### src/common/irqc_pkg.sv
package irqc_pkg;
	// ----------------------------------------
	// Bus widths and answers
	// ----------------------------------------
	localparam int         DATA_W     = 32;          // Bus data width
	localparam int         ADDR_W     = 32;          // Bus address width
	localparam logic [1:0] HTRANS_NSQ = 2'h2;        // NONSEQ transfer
	localparam logic       HRESP_OKAY = 1'h0;        // Always OKAY
	// ----------------------------------------
	// Register indices (byte address = 4 * index)
	// ----------------------------------------
	localparam logic [7:0] IDX_CLR1   = 8'hdb;       // posted_irq_clear_1
	localparam logic [7:0] IDX_CLR2   = 8'hdc;       // posted_irq_clear_2
	localparam logic [7:0] IDX_MSK2   = 8'hde;       // irq_mask_2
	localparam logic [7:0] IDX_MSK1   = 8'hdf;       // irq_mask_1
	localparam logic [7:0] IDX_SWEN   = 8'he1;       // Soft interrupt enable
	localparam logic [7:0] IDX_EVST   = 8'hf0;       // Event status, write one clears
	localparam logic [7:0] IDX_EVMK   = 8'hf1;       // Event mask
	// ----------------------------------------
	// Field layout
	// ----------------------------------------
	localparam int GRP1_W      = 8;                  // Sources in clear register 1
	localparam int GRP2_W      = 6;                  // Sources in clear register 2
	localparam int POS_FIRST_TIMER_IRQ  = 0;                  // first_timer_irq
	localparam int POS_SECOND_TIMER_IRQ  = 1;                  // second_timer_irq
	localparam int POS_BUS_RST = 2;                  // USB bus reset
	localparam int POS_SOF     = 3;                  // USB start of frame
	localparam int POS_EP0     = 4;                  // usb_ep0_irq, ep1..3 follow
	localparam int POS_EP4     = 0;                  // usb_ep4_irq, ep5..8 follow
	localparam int POS_WAKE    = 5;                  // USB wake
	localparam int POS_SWEN    = 0;                  // soft_irq_enable bit
	localparam int EVT_W       = 2;                  // Block event count
	localparam int EVT_GRP1    = 0;                  // New pending in group 1
	localparam int EVT_GRP2    = 1;                  // New pending in group 2
	// ----------------------------------------
	// Reset values
	// ----------------------------------------
	localparam logic [GRP1_W-1:0] RST_GRP1 = 8'h00;  // Mask and last pending, group 1
	localparam logic [GRP2_W-1:0] RST_GRP2 = 6'h00;  // Mask and last pending, group 2
	localparam logic              RST_SWEN = 1'h0;   // Software posting off
	localparam logic [EVT_W-1:0]  RST_EVT  = 2'h0;   // Event status and mask
	// ----------------------------------------
	// Bus phase state
	// ----------------------------------------
	typedef enum logic [2:0] {
		PH_IDLE  = 3'b001,
		PH_WRITE = 3'b010,
		PH_READ  = 3'b100
	} bus_phase_e;
endpackage

### src/common/irqc_ifs.sv
`timescale 1ns/100ps
// ----------------------------------------
// Link between the register logic and one posted bank
// ----------------------------------------
interface bank_if #(parameter int W = 8);
	logic [W-1:0] hw_evt;   // Hardware raise, one bit per source
	logic         wr;       // Write strobe to the clear register
	logic [W-1:0] wdata;    // Write data
	logic         sw_en;    // Soft interrupt enable
	logic [W-1:0] posted;   // Posted state
	modport ctrl (output hw_evt, wr, wdata, sw_en, input posted);
	modport bank (input hw_evt, wr, wdata, sw_en, output posted);
endinterface // bank_if
// ----------------------------------------
// Link between the register logic and the event block
// ----------------------------------------
interface evt_if;
	import irqc_pkg::*;
	logic [EVT_W-1:0] evt;      // Event pulses
	logic             st_wr;    // Status write, one clears
	logic             mk_wr;    // Mask write
	logic [EVT_W-1:0] wdata;    // Write data
	logic [EVT_W-1:0] status;   // Sticky status
	logic [EVT_W-1:0] mask;     // Mask
	logic             irq;      // Level interrupt
	modport ctrl (output evt, st_wr, mk_wr, wdata, input status, mask, irq);
	modport unit (input evt, st_wr, mk_wr, wdata, output status, mask, irq);
endinterface // evt_if

### src/hw/event_irq.sv
`timescale 1ns/100ps
module event_irq (
	// Clock and reset
	input wire logic clk_in,
	input wire logic rst_in,
	// Register side
	evt_if.unit      bus
);
	import irqc_pkg::*;
	typedef struct packed {
		logic [EVT_W-1:0] status;   // Sticky event bits
		logic [EVT_W-1:0] mask;     // One lets an event interrupt
	} evt_state_s;
	evt_state_s st_r;               // Registered state
	evt_state_s st_nxt;             // Next state
	// ----------------------------------------
	// Sticky status, write one clears, set wins
	// ----------------------------------------
	always_comb begin
		st_nxt = st_r;
		if (bus.st_wr) begin
			st_nxt.status = st_r.status & ~bus.wdata;
		end
		st_nxt.status = st_nxt.status | bus.evt;
		if (bus.mk_wr) begin
			st_nxt.mask = bus.wdata;
		end
	end
	// Register the state
	always_ff @(posedge clk_in) begin
		if (rst_in) begin
			st_r.status <= RST_EVT;
			st_r.mask   <= RST_EVT;
		end else begin
			st_r <= st_nxt;
		end
	end
	assign bus.status = st_r.status;
	assign bus.mask   = st_r.mask;
	assign bus.irq    = |(st_r.status & st_r.mask);
endmodule // event_irq

### src/hw/irq_post_ctrl.sv
`timescale 1ns/100ps
// Operation
// RULE1 - Read of clear register shows posted bits
// RULE2 - Zero write, posting off, clears posted bit
// RULE3 - Clearing absent interrupt changes nothing
// RULE4 - One write, posting on, posts interrupt
// RULE5 - One write, posting off, no effect
// RULE6 - Zero write, posting on, no effect
// RULE7 - Register 1 maps ep0, SOF, reset, timers
// RULE8 - Register 2 maps wake and endpoints 8..4
// RULE9 - Software writes zero to reserved bits 7:6
// RULE10 - Mask one allows pending, zero stops it
// RULE11 - Masked sources still post and clear
// RULE12 - Mask clear never alters posted state
// RULE13 - Mask 2 covers wake and endpoints 8..4
// RULE14 - Soft enable bit 0, resets zero
// RULE15 - Pending equals posted and mask, each cycle
// RULE16 - Hardware raise beats simultaneous clear
module irq_post_ctrl (
	// Clock and reset
	input  wire logic                          clk_in,
	input  wire logic                          rst_in,
	// AHB-Lite slave
	input  wire logic                          hsel_in,
	input  wire logic [irqc_pkg::ADDR_W-1:0]   haddr_in,
	input  wire logic [1:0]                    htrans_in,
	input  wire logic                          hwrite_in,
	input  wire logic [2:0]                    hsize_in,
	input  wire logic [irqc_pkg::DATA_W-1:0]   hwdata_in,
	input  wire logic                          hready_in,
	output logic      [irqc_pkg::DATA_W-1:0]   hrdata_out,
	output logic                               hreadyout_out,
	output logic                               hresp_out,
	// Hardware interrupt sources, one-cycle raises
	input  wire logic                          first_timer_irq_in,
	input  wire logic                          second_timer_irq_in,
	input  wire logic                          usb_bus_rst_irq_in,
	input  wire logic                          usb_sof_irq_in,
	input  wire logic [8:0]                    usb_ep_irq_in,
	input  wire logic                          usb_wake_irq_in,
	// Shared vectors
	output logic [irqc_pkg::GRP1_W+irqc_pkg::GRP2_W-1:0] posted_out,
	output logic [irqc_pkg::GRP1_W+irqc_pkg::GRP2_W-1:0] mask_out,
	output logic [irqc_pkg::GRP1_W+irqc_pkg::GRP2_W-1:0] pending_out,
	// Block interrupt
	output logic                               irq_out
);
	import irqc_pkg::*;
	// ----------------------------------------
	// State
	// ----------------------------------------
	typedef struct packed {
		bus_phase_e          phase;     // Data phase kind
		logic [7:0]          idx;       // Register index of data phase
		logic [DATA_W-1:0]   rdata;     // Read data register
		logic [GRP1_W-1:0]   mask1;     // Group 1 mask
		logic [GRP2_W-1:0]   mask2;     // Group 2 mask
		logic                sw_en;     // soft_irq_enable
		logic [GRP1_W-1:0]   pend1;     // Last pending, group 1
		logic [GRP2_W-1:0]   pend2;     // Last pending, group 2
	} ctrl_state_s;
	ctrl_state_s st_r;                  // Registered state
	ctrl_state_s st_nxt;                // Next state
	// ----------------------------------------
	// Sub-block links
	// ----------------------------------------
	bank_if #(.W(GRP1_W)) b1 ();        // Clear register 1 bank
	bank_if #(.W(GRP2_W)) b2 ();        // Clear register 2 bank
	evt_if                ev ();        // Event status block
	posted_bank #(.W(GRP1_W)) u_bank1 (
		.clk_in (clk_in),
		.rst_in (rst_in),
		.bus    (b1.bank)
	);
	posted_bank #(.W(GRP2_W)) u_bank2 (
		.clk_in (clk_in),
		.rst_in (rst_in),
		.bus    (b2.bank)
	);
	event_irq u_evt (
		.clk_in (clk_in),
		.rst_in (rst_in),
		.bus    (ev.unit)
	);
	// ----------------------------------------
	// Address phase decode
	// ----------------------------------------
	logic       take;       // Transfer accepted this edge
	logic       in_map;     // Address in the word-aligned window
	logic [7:0] a_idx;      // Index of the address phase
	logic       wr_ph;      // Write data phase now
	logic [GRP1_W-1:0] pnd1; // Current pending, group 1
	logic [GRP2_W-1:0] pnd2; // Current pending, group 2
	assign take   = hsel_in && hready_in && htrans_in == HTRANS_NSQ;
	assign in_map = haddr_in[ADDR_W-1:10] == '0 && haddr_in[1:0] == 2'h0;
	assign a_idx  = haddr_in[9:2];
	assign wr_ph  = st_r.phase == PH_WRITE;
	// ----------------------------------------
	// Source wiring
	// ----------------------------------------
	// Hardware raises placed at their bit positions
	always_comb begin
		b1.hw_evt = '0;
		b1.hw_evt[POS_FIRST_TIMER_IRQ]  = first_timer_irq_in;          // RULE7
		b1.hw_evt[POS_SECOND_TIMER_IRQ]  = second_timer_irq_in;         // RULE7
		b1.hw_evt[POS_BUS_RST] = usb_bus_rst_irq_in;          // RULE7
		b1.hw_evt[POS_SOF]     = usb_sof_irq_in;              // RULE7
		b1.hw_evt[POS_EP0+:4]  = usb_ep_irq_in[3:0];          // RULE7
		b2.hw_evt = '0;
		b2.hw_evt[POS_EP4+:5]  = usb_ep_irq_in[8:4];          // RULE8
		b2.hw_evt[POS_WAKE]    = usb_wake_irq_in;             // RULE8
	end
	// Write strobes reach the banks during the data phase
	always_comb begin
		b1.wr    = wr_ph && st_r.idx == IDX_CLR1;
		b2.wr    = wr_ph && st_r.idx == IDX_CLR2;
		b1.wdata = hwdata_in[GRP1_W-1:0];
		b2.wdata = hwdata_in[GRP2_W-1:0];                     // RULE9
		b1.sw_en = st_r.sw_en;
		b2.sw_en = st_r.sw_en;
	end
	// ----------------------------------------
	// Pending vectors
	// ----------------------------------------
	// Masks gate posted bits only; posted state is untouched
	assign pnd1 = b1.posted & st_r.mask1;                     // RULE10 RULE15
	assign pnd2 = b2.posted & st_r.mask2;                     // RULE13 RULE15
	// Event block hookup: newly pending bits per group
	always_comb begin
		ev.evt           = '0;
		ev.evt[EVT_GRP1] = |(pnd1 & ~st_r.pend1);
		ev.evt[EVT_GRP2] = |(pnd2 & ~st_r.pend2);
		ev.st_wr         = wr_ph && st_r.idx == IDX_EVST;
		ev.mk_wr         = wr_ph && st_r.idx == IDX_EVMK;
		ev.wdata         = hwdata_in[EVT_W-1:0];
	end
	// ----------------------------------------
	// Register file and bus phase
	// ----------------------------------------
	always_comb begin
		st_nxt       = st_r;
		st_nxt.pend1 = pnd1;
		st_nxt.pend2 = pnd2;
		// Data phase writes to registers held here
		if (wr_ph) begin
			if (st_r.idx == IDX_MSK1) begin
				st_nxt.mask1 = hwdata_in[GRP1_W-1:0];                // RULE10 RULE12
			end else if (st_r.idx == IDX_MSK2) begin
				st_nxt.mask2 = hwdata_in[GRP2_W-1:0];                // RULE13 RULE9
			end else if (st_r.idx == IDX_SWEN) begin
				st_nxt.sw_en = hwdata_in[POS_SWEN];                  // RULE14
			end
		end
		// Accept a new address phase
		st_nxt.phase = PH_IDLE;
		st_nxt.rdata = '0;
		if (take) begin
			st_nxt.idx   = in_map ? a_idx : 8'h00;
			st_nxt.phase = hwrite_in ? PH_WRITE : PH_READ;
			if (!hwrite_in && in_map) begin
				// Read data latched at address phase; unmapped reads zero
				if (a_idx == IDX_CLR1) begin
					st_nxt.rdata[GRP1_W-1:0] = b1.posted;                // RULE1 RULE11
				end else if (a_idx == IDX_CLR2) begin
					st_nxt.rdata[GRP2_W-1:0] = b2.posted;                // RULE1 RULE11
				end else if (a_idx == IDX_MSK1) begin
					st_nxt.rdata[GRP1_W-1:0] = st_r.mask1;
				end else if (a_idx == IDX_MSK2) begin
					st_nxt.rdata[GRP2_W-1:0] = st_r.mask2;
				end else if (a_idx == IDX_SWEN) begin
					st_nxt.rdata[POS_SWEN] = st_r.sw_en;                 // RULE14
				end else if (a_idx == IDX_EVST) begin
					st_nxt.rdata[EVT_W-1:0] = ev.status;
				end else if (a_idx == IDX_EVMK) begin
					st_nxt.rdata[EVT_W-1:0] = ev.mask;
				end
			end
		end
	end
	// Register the state
	always_ff @(posedge clk_in) begin
		if (rst_in) begin
			st_r.phase <= PH_IDLE;
			st_r.idx   <= 8'h00;
			st_r.rdata <= '0;
			st_r.mask1 <= RST_GRP1;
			st_r.mask2 <= RST_GRP2;
			st_r.sw_en <= RST_SWEN;                                  // RULE14
			st_r.pend1 <= RST_GRP1;
			st_r.pend2 <= RST_GRP2;
		end else begin
			st_r <= st_nxt;
		end
	end
	// ----------------------------------------
	// Outputs
	// ----------------------------------------
	assign hrdata_out    = st_r.rdata;
	assign hreadyout_out = 1'b1;
	assign hresp_out     = HRESP_OKAY;
	assign posted_out    = {b2.posted, b1.posted};
	assign mask_out      = {st_r.mask2, st_r.mask1};
	assign pending_out   = {pnd2, pnd1};
	assign irq_out       = ev.irq;
endmodule // irq_post_ctrl

### src/hw/posted_bank.sv
`timescale 1ns/100ps
module posted_bank #(
	parameter int W = 8
) (
	// Clock and reset
	input wire logic clk_in,
	input wire logic rst_in,
	// Register side
	bank_if.bank     bus
);
	import irqc_pkg::*;
	typedef struct packed {
		logic [W-1:0] posted;   // Posted interrupt per source
	} bank_state_s;
	bank_state_s st_r;          // Registered state
	bank_state_s st_nxt;        // Next state
	logic [W-1:0] clr;          // Clearing bits of this write
	logic [W-1:0] set;          // Posting bits of this write
	// ----------------------------------------
	// Clear and post
	// ----------------------------------------
	// Zero bits clear only with posting off, one bits post only with it on
	always_comb begin
		clr = (bus.wr && !bus.sw_en) ? ~bus.wdata : '0; // RULE2 RULE5
		set = (bus.wr && bus.sw_en) ? bus.wdata : '0;   // RULE4 RULE6
		st_nxt = st_r;
		// Hardware raise wins over a clear in the same cycle
		st_nxt.posted = (st_r.posted & ~clr) | set | bus.hw_evt; // RULE16 RULE3
	end
	// Register the state
	always_ff @(posedge clk_in) begin
		if (rst_in) begin
			st_r.posted <= '0;
		end else begin
			st_r <= st_nxt;
		end
	end
	assign bus.posted = st_r.posted;
endmodule // posted_bank

### config.mk
export PLATFORM = sky130hd
export DESIGN_NAME = irq_post_ctrl
export DESIGN_NICKNAME = d
export VERILOG_FILES = /design/src/common/irqc_pkg.sv /design/src/common/irqc_ifs.sv /design/src/hw/event_irq.sv /design/src/hw/irq_post_ctrl.sv /design/src/hw/posted_bank.sv
export SDC_FILE = /design/constraint.sdc
export NUM_CORES = 1
export LEC_CHECK = 0
export BUFFER_PORTS_ARGS = -buffer_cell sky130_fd_sc_hd__buf_2
export CORE_MARGIN = 3
export CORE_UTILIZATION = 40
export CTS_CLUSTER_SIZE = 25
export DETAILED_ROUTE_END_ITERATION = 10
export PLACE_DENSITY = 0.77
export SYNTH_ARGS = -nofsm -noshare
export SYNTH_HDL_FRONTEND = slang
export SYNTH_SLANG_ARGS = --single-unit
### constraint.sdc
create_clock -name clk_in -period 4.5 [get_ports clk_in]
set_input_delay 0.45 -clock clk_in [delete_from_list [all_inputs] [get_ports clk_in]]
set_output_delay 0.45 -clock clk_in [all_outputs]
set_load 0.005 [all_outputs]
# [Yosys cells after proc, flatten, opt, wreduce, memory -nomap -nowiden]
# Index checks and enable logic that the tools add are counted.
[totals] out_inout_bits=77 ff_bits=90
[op_classes] muxes=18 n_reduce_logical=24 n_eq_ne=16 bitwise=24
[op_table] cell="equality test 8 bit, second input constant" n=14
[op_table] cell="two-way mux 8 bit" n=4
[op_table] cell="AND 8 bit" n=3
[op_table] cell="two-way mux 6 bit" n=4
[op_table] cell="NOT 8 bit" n=3
[op_table] cell="zero test 22 bit" n=1
[op_table] cell="AND 6 bit" n=3
[op_table] cell="NOT 6 bit" n=3
[op_table] cell="OR 8 bit" n=2
[op_table] cell="logical AND 1 bit" n=12
[op_table] cell="two-way mux 2 bit" n=6
[op_table] cell="OR 6 bit" n=2
[op_table] cell="OR reduction 8 bit" n=1
[op_table] cell="OR reduction 6 bit" n=1
[op_table] cell="AND 2 bit" n=2
[op_table] cell="two-way mux 4 bit" n=1
[op_table] cell="NOT 1 bit" n=4
[op_table] cell="AND reduction 4 bit" n=1
[op_table] cell="OR reduction 2 bit" n=2
[op_table] cell="equality test 3 x 2 -> 1 bit, second input constant" n=1
[op_table] cell="two-way mux 3 bit" n=1
[op_table] cell="AND reduction 3 bit" n=1
[op_table] cell="OR reduction 3 bit" n=1
[op_table] cell="equality test 2 bit, second input constant" n=1
[op_table] cell="6 further kinds" n=8

# [Logic depth before layout (Yosys ltp)]
[depth] depth_word=8 depth_mapped=6 depth_no_buf=4

# [Cells and area by module]
# From an unflattened synthesis, not the netlist that was laid out.
[unflattened] hier_cells=370 hier_area_um2=3303.2
[by_module_without_submodules] mod="irq_post_ctrl" area_per_inst_um2=2461.1 cells_per_inst=281 instances=1 seq_area_each_um2=960.9
[by_module_without_submodules] mod="posted_bank at u_bank1" area_per_inst_um2=404.1 cells_per_inst=43 instances=1 seq_area_each_um2=160.2
[by_module_without_submodules] mod="posted_bank at u_bank2" area_per_inst_um2=289.0 cells_per_inst=31 instances=1 seq_area_each_um2=120.1
[by_module_without_submodules] mod="event_irq" area_per_inst_um2=148.9 cells_per_inst=15 instances=1 seq_area_each_um2=80.1

# [Worst setup path after synthesis]
# Ideal clock, no wire load.
[synth_path] path_kind="register -> register" from="reg st_r[69] in the netlist's numbering" to="reg u_bank2.bus.posted[5] (netlist name)" n_path_buf=1 arrival_time_ps=1655 path_stages_with_launch=6 slack_ps=2711 cell_sequence="dfxtp_1 > or3b_4 > or4_1 > clkbuf_1 > a211oi_1 > a211oi_1"
[synth_between] elab_chain_cells=8
[synth_lines] element="start, declared" line="irq_post_ctrl.sv:62" rtl="ctrl_state_s st_r;"
[synth_lines] element="start signal, assigned" line="irq_post_ctrl.sv:192" rtl="st_r <= st_nxt;"
[synth_lines] element="equality test 3 x 2 -> 1 bit (*)" line="irq_post_ctrl.sv:97" rtl="assign wr_ph = st_r.phase == PH_WRITE;"
[synth_lines] element="logical AND 1 bit (*)" line="irq_post_ctrl.sv:116" rtl="b2.wr = wr_ph && st_r.idx == IDX_CLR2;"
[synth_lines] element="logical AND 1 bit" line="posted_bank.sv:24" rtl="clr = (bus.wr && !bus.sw_en) ? ~bus.wdata : '0;"
[synth_lines] element="two-way mux 6 bit" line="posted_bank.sv:24"
[synth_lines] element="NOT 6 bit" line="posted_bank.sv:28" rtl="st_nxt.posted = (st_r.posted & ~clr) | set | bus.hw_evt;"
[synth_lines] element="AND 6 bit" line="posted_bank.sv:28"
[synth_lines] element="OR 6 bit (*) (2 in series)" line="posted_bank.sv:28"
# Every way passes the cells marked *; elsewhere a longest branch is shown, timed or not.
# A chain may end at the register's enable or synchronous reset.

# [Final worst setup path]
[layout_path] from="reg st_r[63] in the netlist's numbering" to="reg u_bank1.bus.posted[1] (netlist name)"
[layout_between] elab_chain_cells=8
[layout_lines] element="equality test 8 bit (*)" line="irq_post_ctrl.sv:115" rtl="b1.wr = wr_ph && st_r.idx == IDX_CLR1;"
[layout_lines] element="logical AND 1 bit (*)" line="irq_post_ctrl.sv:115"
[layout_lines] element="logical AND 1 bit" line="posted_bank.sv:24"
[layout_lines] element="two-way mux 8 bit" line="posted_bank.sv:24"
[layout_lines] element="NOT 8 bit" line="posted_bank.sv:28"
[layout_lines] element="AND 8 bit" line="posted_bank.sv:28"
[layout_lines] element="OR 8 bit (*) (2 in series)" line="posted_bank.sv:28"
# Marked as above.

==> metrics <==
min cycle time layout=~2.3 ns; worst path arrival time=~2.5 ns; Max rail drop VDD=around 180 uV; row count=32; Hold Vio Cnt, Final=0; initial core utilization=between 40% and 50%; Yosys top cell area share=just over 40%; port buffer count=between 100 and 150; RSZ-0062 raised after global routing=no; Max clock buf depth=2; worst path required time=around 4.7 ns; via/cell ratio=about 5.2; Leak=roughly 1.8 nW; largest net degree at the start of global routing=51; final WL=about 9000 um; Seq/Total Area, Yosys=about 40%; Final Setup Violations=0; min-delay src=hwrite_in; design area=roughly 0.0039 mm^2; Tightest Pin Transition=about 0.92 ns; Hold Path Cell Cnt=3; worst-path maximum fanout=7; Post-synth EDFFs=0; CTS tree=yes; Diodes inserted=0; drt drc=0; cell family with most CP delay=simple AND/OR/NAND/NOR gates; Pwr Density=343.5 mW/mm^2; DRT antenna net count=0; setup bufs post-CTS=0; first-pass iteration count of the detailed router=5; Mean Syn Cell Area=8.701 um^2; H-tree levels=3; antenna violations before repair=0; Worst Hold Path EP=st_r[70]; CP startpoint kind=flip-flop; fmax=~0.43 GHz; drt initial violations=between 150 and 200; r2r worst-path depth=4; Die H=between 90 and 100 um; Worst Hold Class=primary input to flip-flop; RR Endpoint=u_bank1.bus.posted[1]; total grt overflow=0; Total GRT Usage=between 20% and 30%; clock-pin slew on the worst setup and hold paths=0.07 ns; fin nets=about 550; CP Cell Sequence=nor4b_1 -> nand4_1 -> a211oi_1 -> a211oi_1; Clock Latency Late Sink=between 0.3 and 0.4 ns; CTS buffer count=9; HPWL Detailed=about 6900 um; hold_buf cts=0; max-cap violations=0; Yosys top cell by area=dfxtp_1; layout cells sized above 1=approximately 29%; vias in the first global route=roughly 2,700; top cells by count, synth=dfxtp_1, nor2_1, buf_4; IO Pins=~170; Post-DP Area=between 0.003 and 0.004 mm^2; vias=between 2,000 and 3,000; FF-to-FF Start=st_r[63]; Syn-to-layout area delta=19.02%; Worst Skew=a little under 0.004 ns; synth top area cells=dfxtp_1, buf_4, a211oi_1, mux2i_1, nor2_1; CTS resizes=0; status=finished, final reports clean; Setup crit end kind=flip-flop; #FFs+latches synth=66; full die area=around 0.0092 mm^2; Clock Root Buffer=clkbuf_8; wire length per cell=about 16 um; Crit path top cell by count=a211oi_1; Crit path largest cell delay=0.80 ns; Syn Inst Count=~370; GP Congestion=a little under 0.9; Sink Count=66; reg-to-reg slack, setup=~2.2 ns; core area=0.007807 mm^2; Worst slew margin=between 30% and 40%; ys flop type=dfxtp_1; Async S/R FF share, synth=0%; Synth Cell Area=around 0.0032 mm^2; Cell variety after synth=between 40 and 50; hold slack=approximately 0.34 ns; Crit-path slowest cell=nor4b_1; Ys Warns=0; crit path kind=flip-flop to flip-flop; most frequent cell after synthesis=dfxtp_1; Buf/Inv on CP=0; fin crit share=51.97%; first-pass GRT wire length=14,080 um; Die Wd=95.96 um; Pins Over Slew Limit=0; setup TNS=0 ns
[tightest hold or removal path, cell delays in order]
cell,delay [ns]
buf_2,0.11
inv_1,0.04
nor2_1,0.04
[how the worst max path moves through the flow]
stage,start,end,slack [ns],depth (start not counted)
floorplan,st_r[69],u_bank2.bus.posted[5],2.71,5
detailed placement,rst_in,hrdata_out[4],2.05,4
global placement,rst_in,hrdata_out[3],2.11,4
global route,st_r[63],u_bank1.bus.posted[3],1.83,4
CTS,st_r[63],u_bank1.bus.posted[2],2.18,4
finish,st_r[63],u_bank1.bus.posted[1],2.16,4
[registers in the layout, summed over array words and instances (netlist names)]
name / cells
u_evt.bus.status: 2
st_r: 25
u_evt.bus.mask: 2
u_bank2.bus.posted: 6
mask_out: 14
b1.sw_en: 1
u_bank1.bus.posted: 8
hrdata_out: 8
[cell usage in the layout, fill, tap and decap left out, types with 6 or more instances in the layout]
| master | count |
|---|---|
| clkbuf_8 | 11 |
| nor4_1 | 11 |
| o21ai_0 | 11 |
| nand4_1 | 6 |
| inv_1 | 20 |
| o22ai_1 | 8 |
| a211oi_1 | 30 |
| nand2_1 | 24 |
| a22o_1 | 9 |
| mux2i_1 | 22 |
| conb_1 | 26 |
| dfxtp_1 | 66 |
| nor2_1 | 51 |
| buf_2 | 111 |
[kinds of logic (layout without fill, tap and decap cells)]
kind of cell / after synthesis / in the layout / synth area share, %
multiplexers: 23 / 23 / 7.151
other: 2 / 26 / 0.2320
flip-flops: 66 / 66 / 40.82
AO/OA/AOI/OAI: 72 / 72 / 16.04
AND/OR/NAND/NOR: 128 / 128 / 20.80
buffers and inverters: 81 / 147 / 14.96
[cell type report]
type	count	area [um^2]
Sequential cell	66	1321
Clock inverter	5	100.1
Inverter	20	75.07
Timing Repair Buffer	111	555.5
Tap cell	102	127.6
Fill cell	755	3955
Multi-Input combinational cell	249	1521
Clock buffer	11	151.4
[routing by layer]
| layer | track usage (%) | part of all wire (%) | vias up |
|---|---|---|---|
| met5 | 0 | 0 | - |
| met4 | 10.07 | 3.1 | 0 |
| met3 | 2.815 | 6.2 | 19 |
| met2 | 32.08 | 48 | 119 |
| met1 | 26.36 | 43 | 1389 |
| li1 | - | - | 1426 |
[per-stage QoR]
stage	setup WS (ns)	cells	total power (W)	util (%)
2_1_floorplan	2.711	396	0.0006786	-
3_3_place_gp	2.109	548	0.0007131	46.12
3_5_place_dp	2.053	548	0.0007163	46.12
4_1_cts	2.176	564	0.001329	49.34
5_1_grt	1.828	564	0.001367	49.34
6_report	2.161	564	0.001323	49.34
[report_power, final]
group          switching (W)  total [W]  internal [W]
sequential         0.0000134   0.000607      0.000594
clock               0.000222   0.000619      0.000396
combinational      0.0000549  0.0000972     0.0000423
No activity file was read; power rests on OpenSTA's default activity.
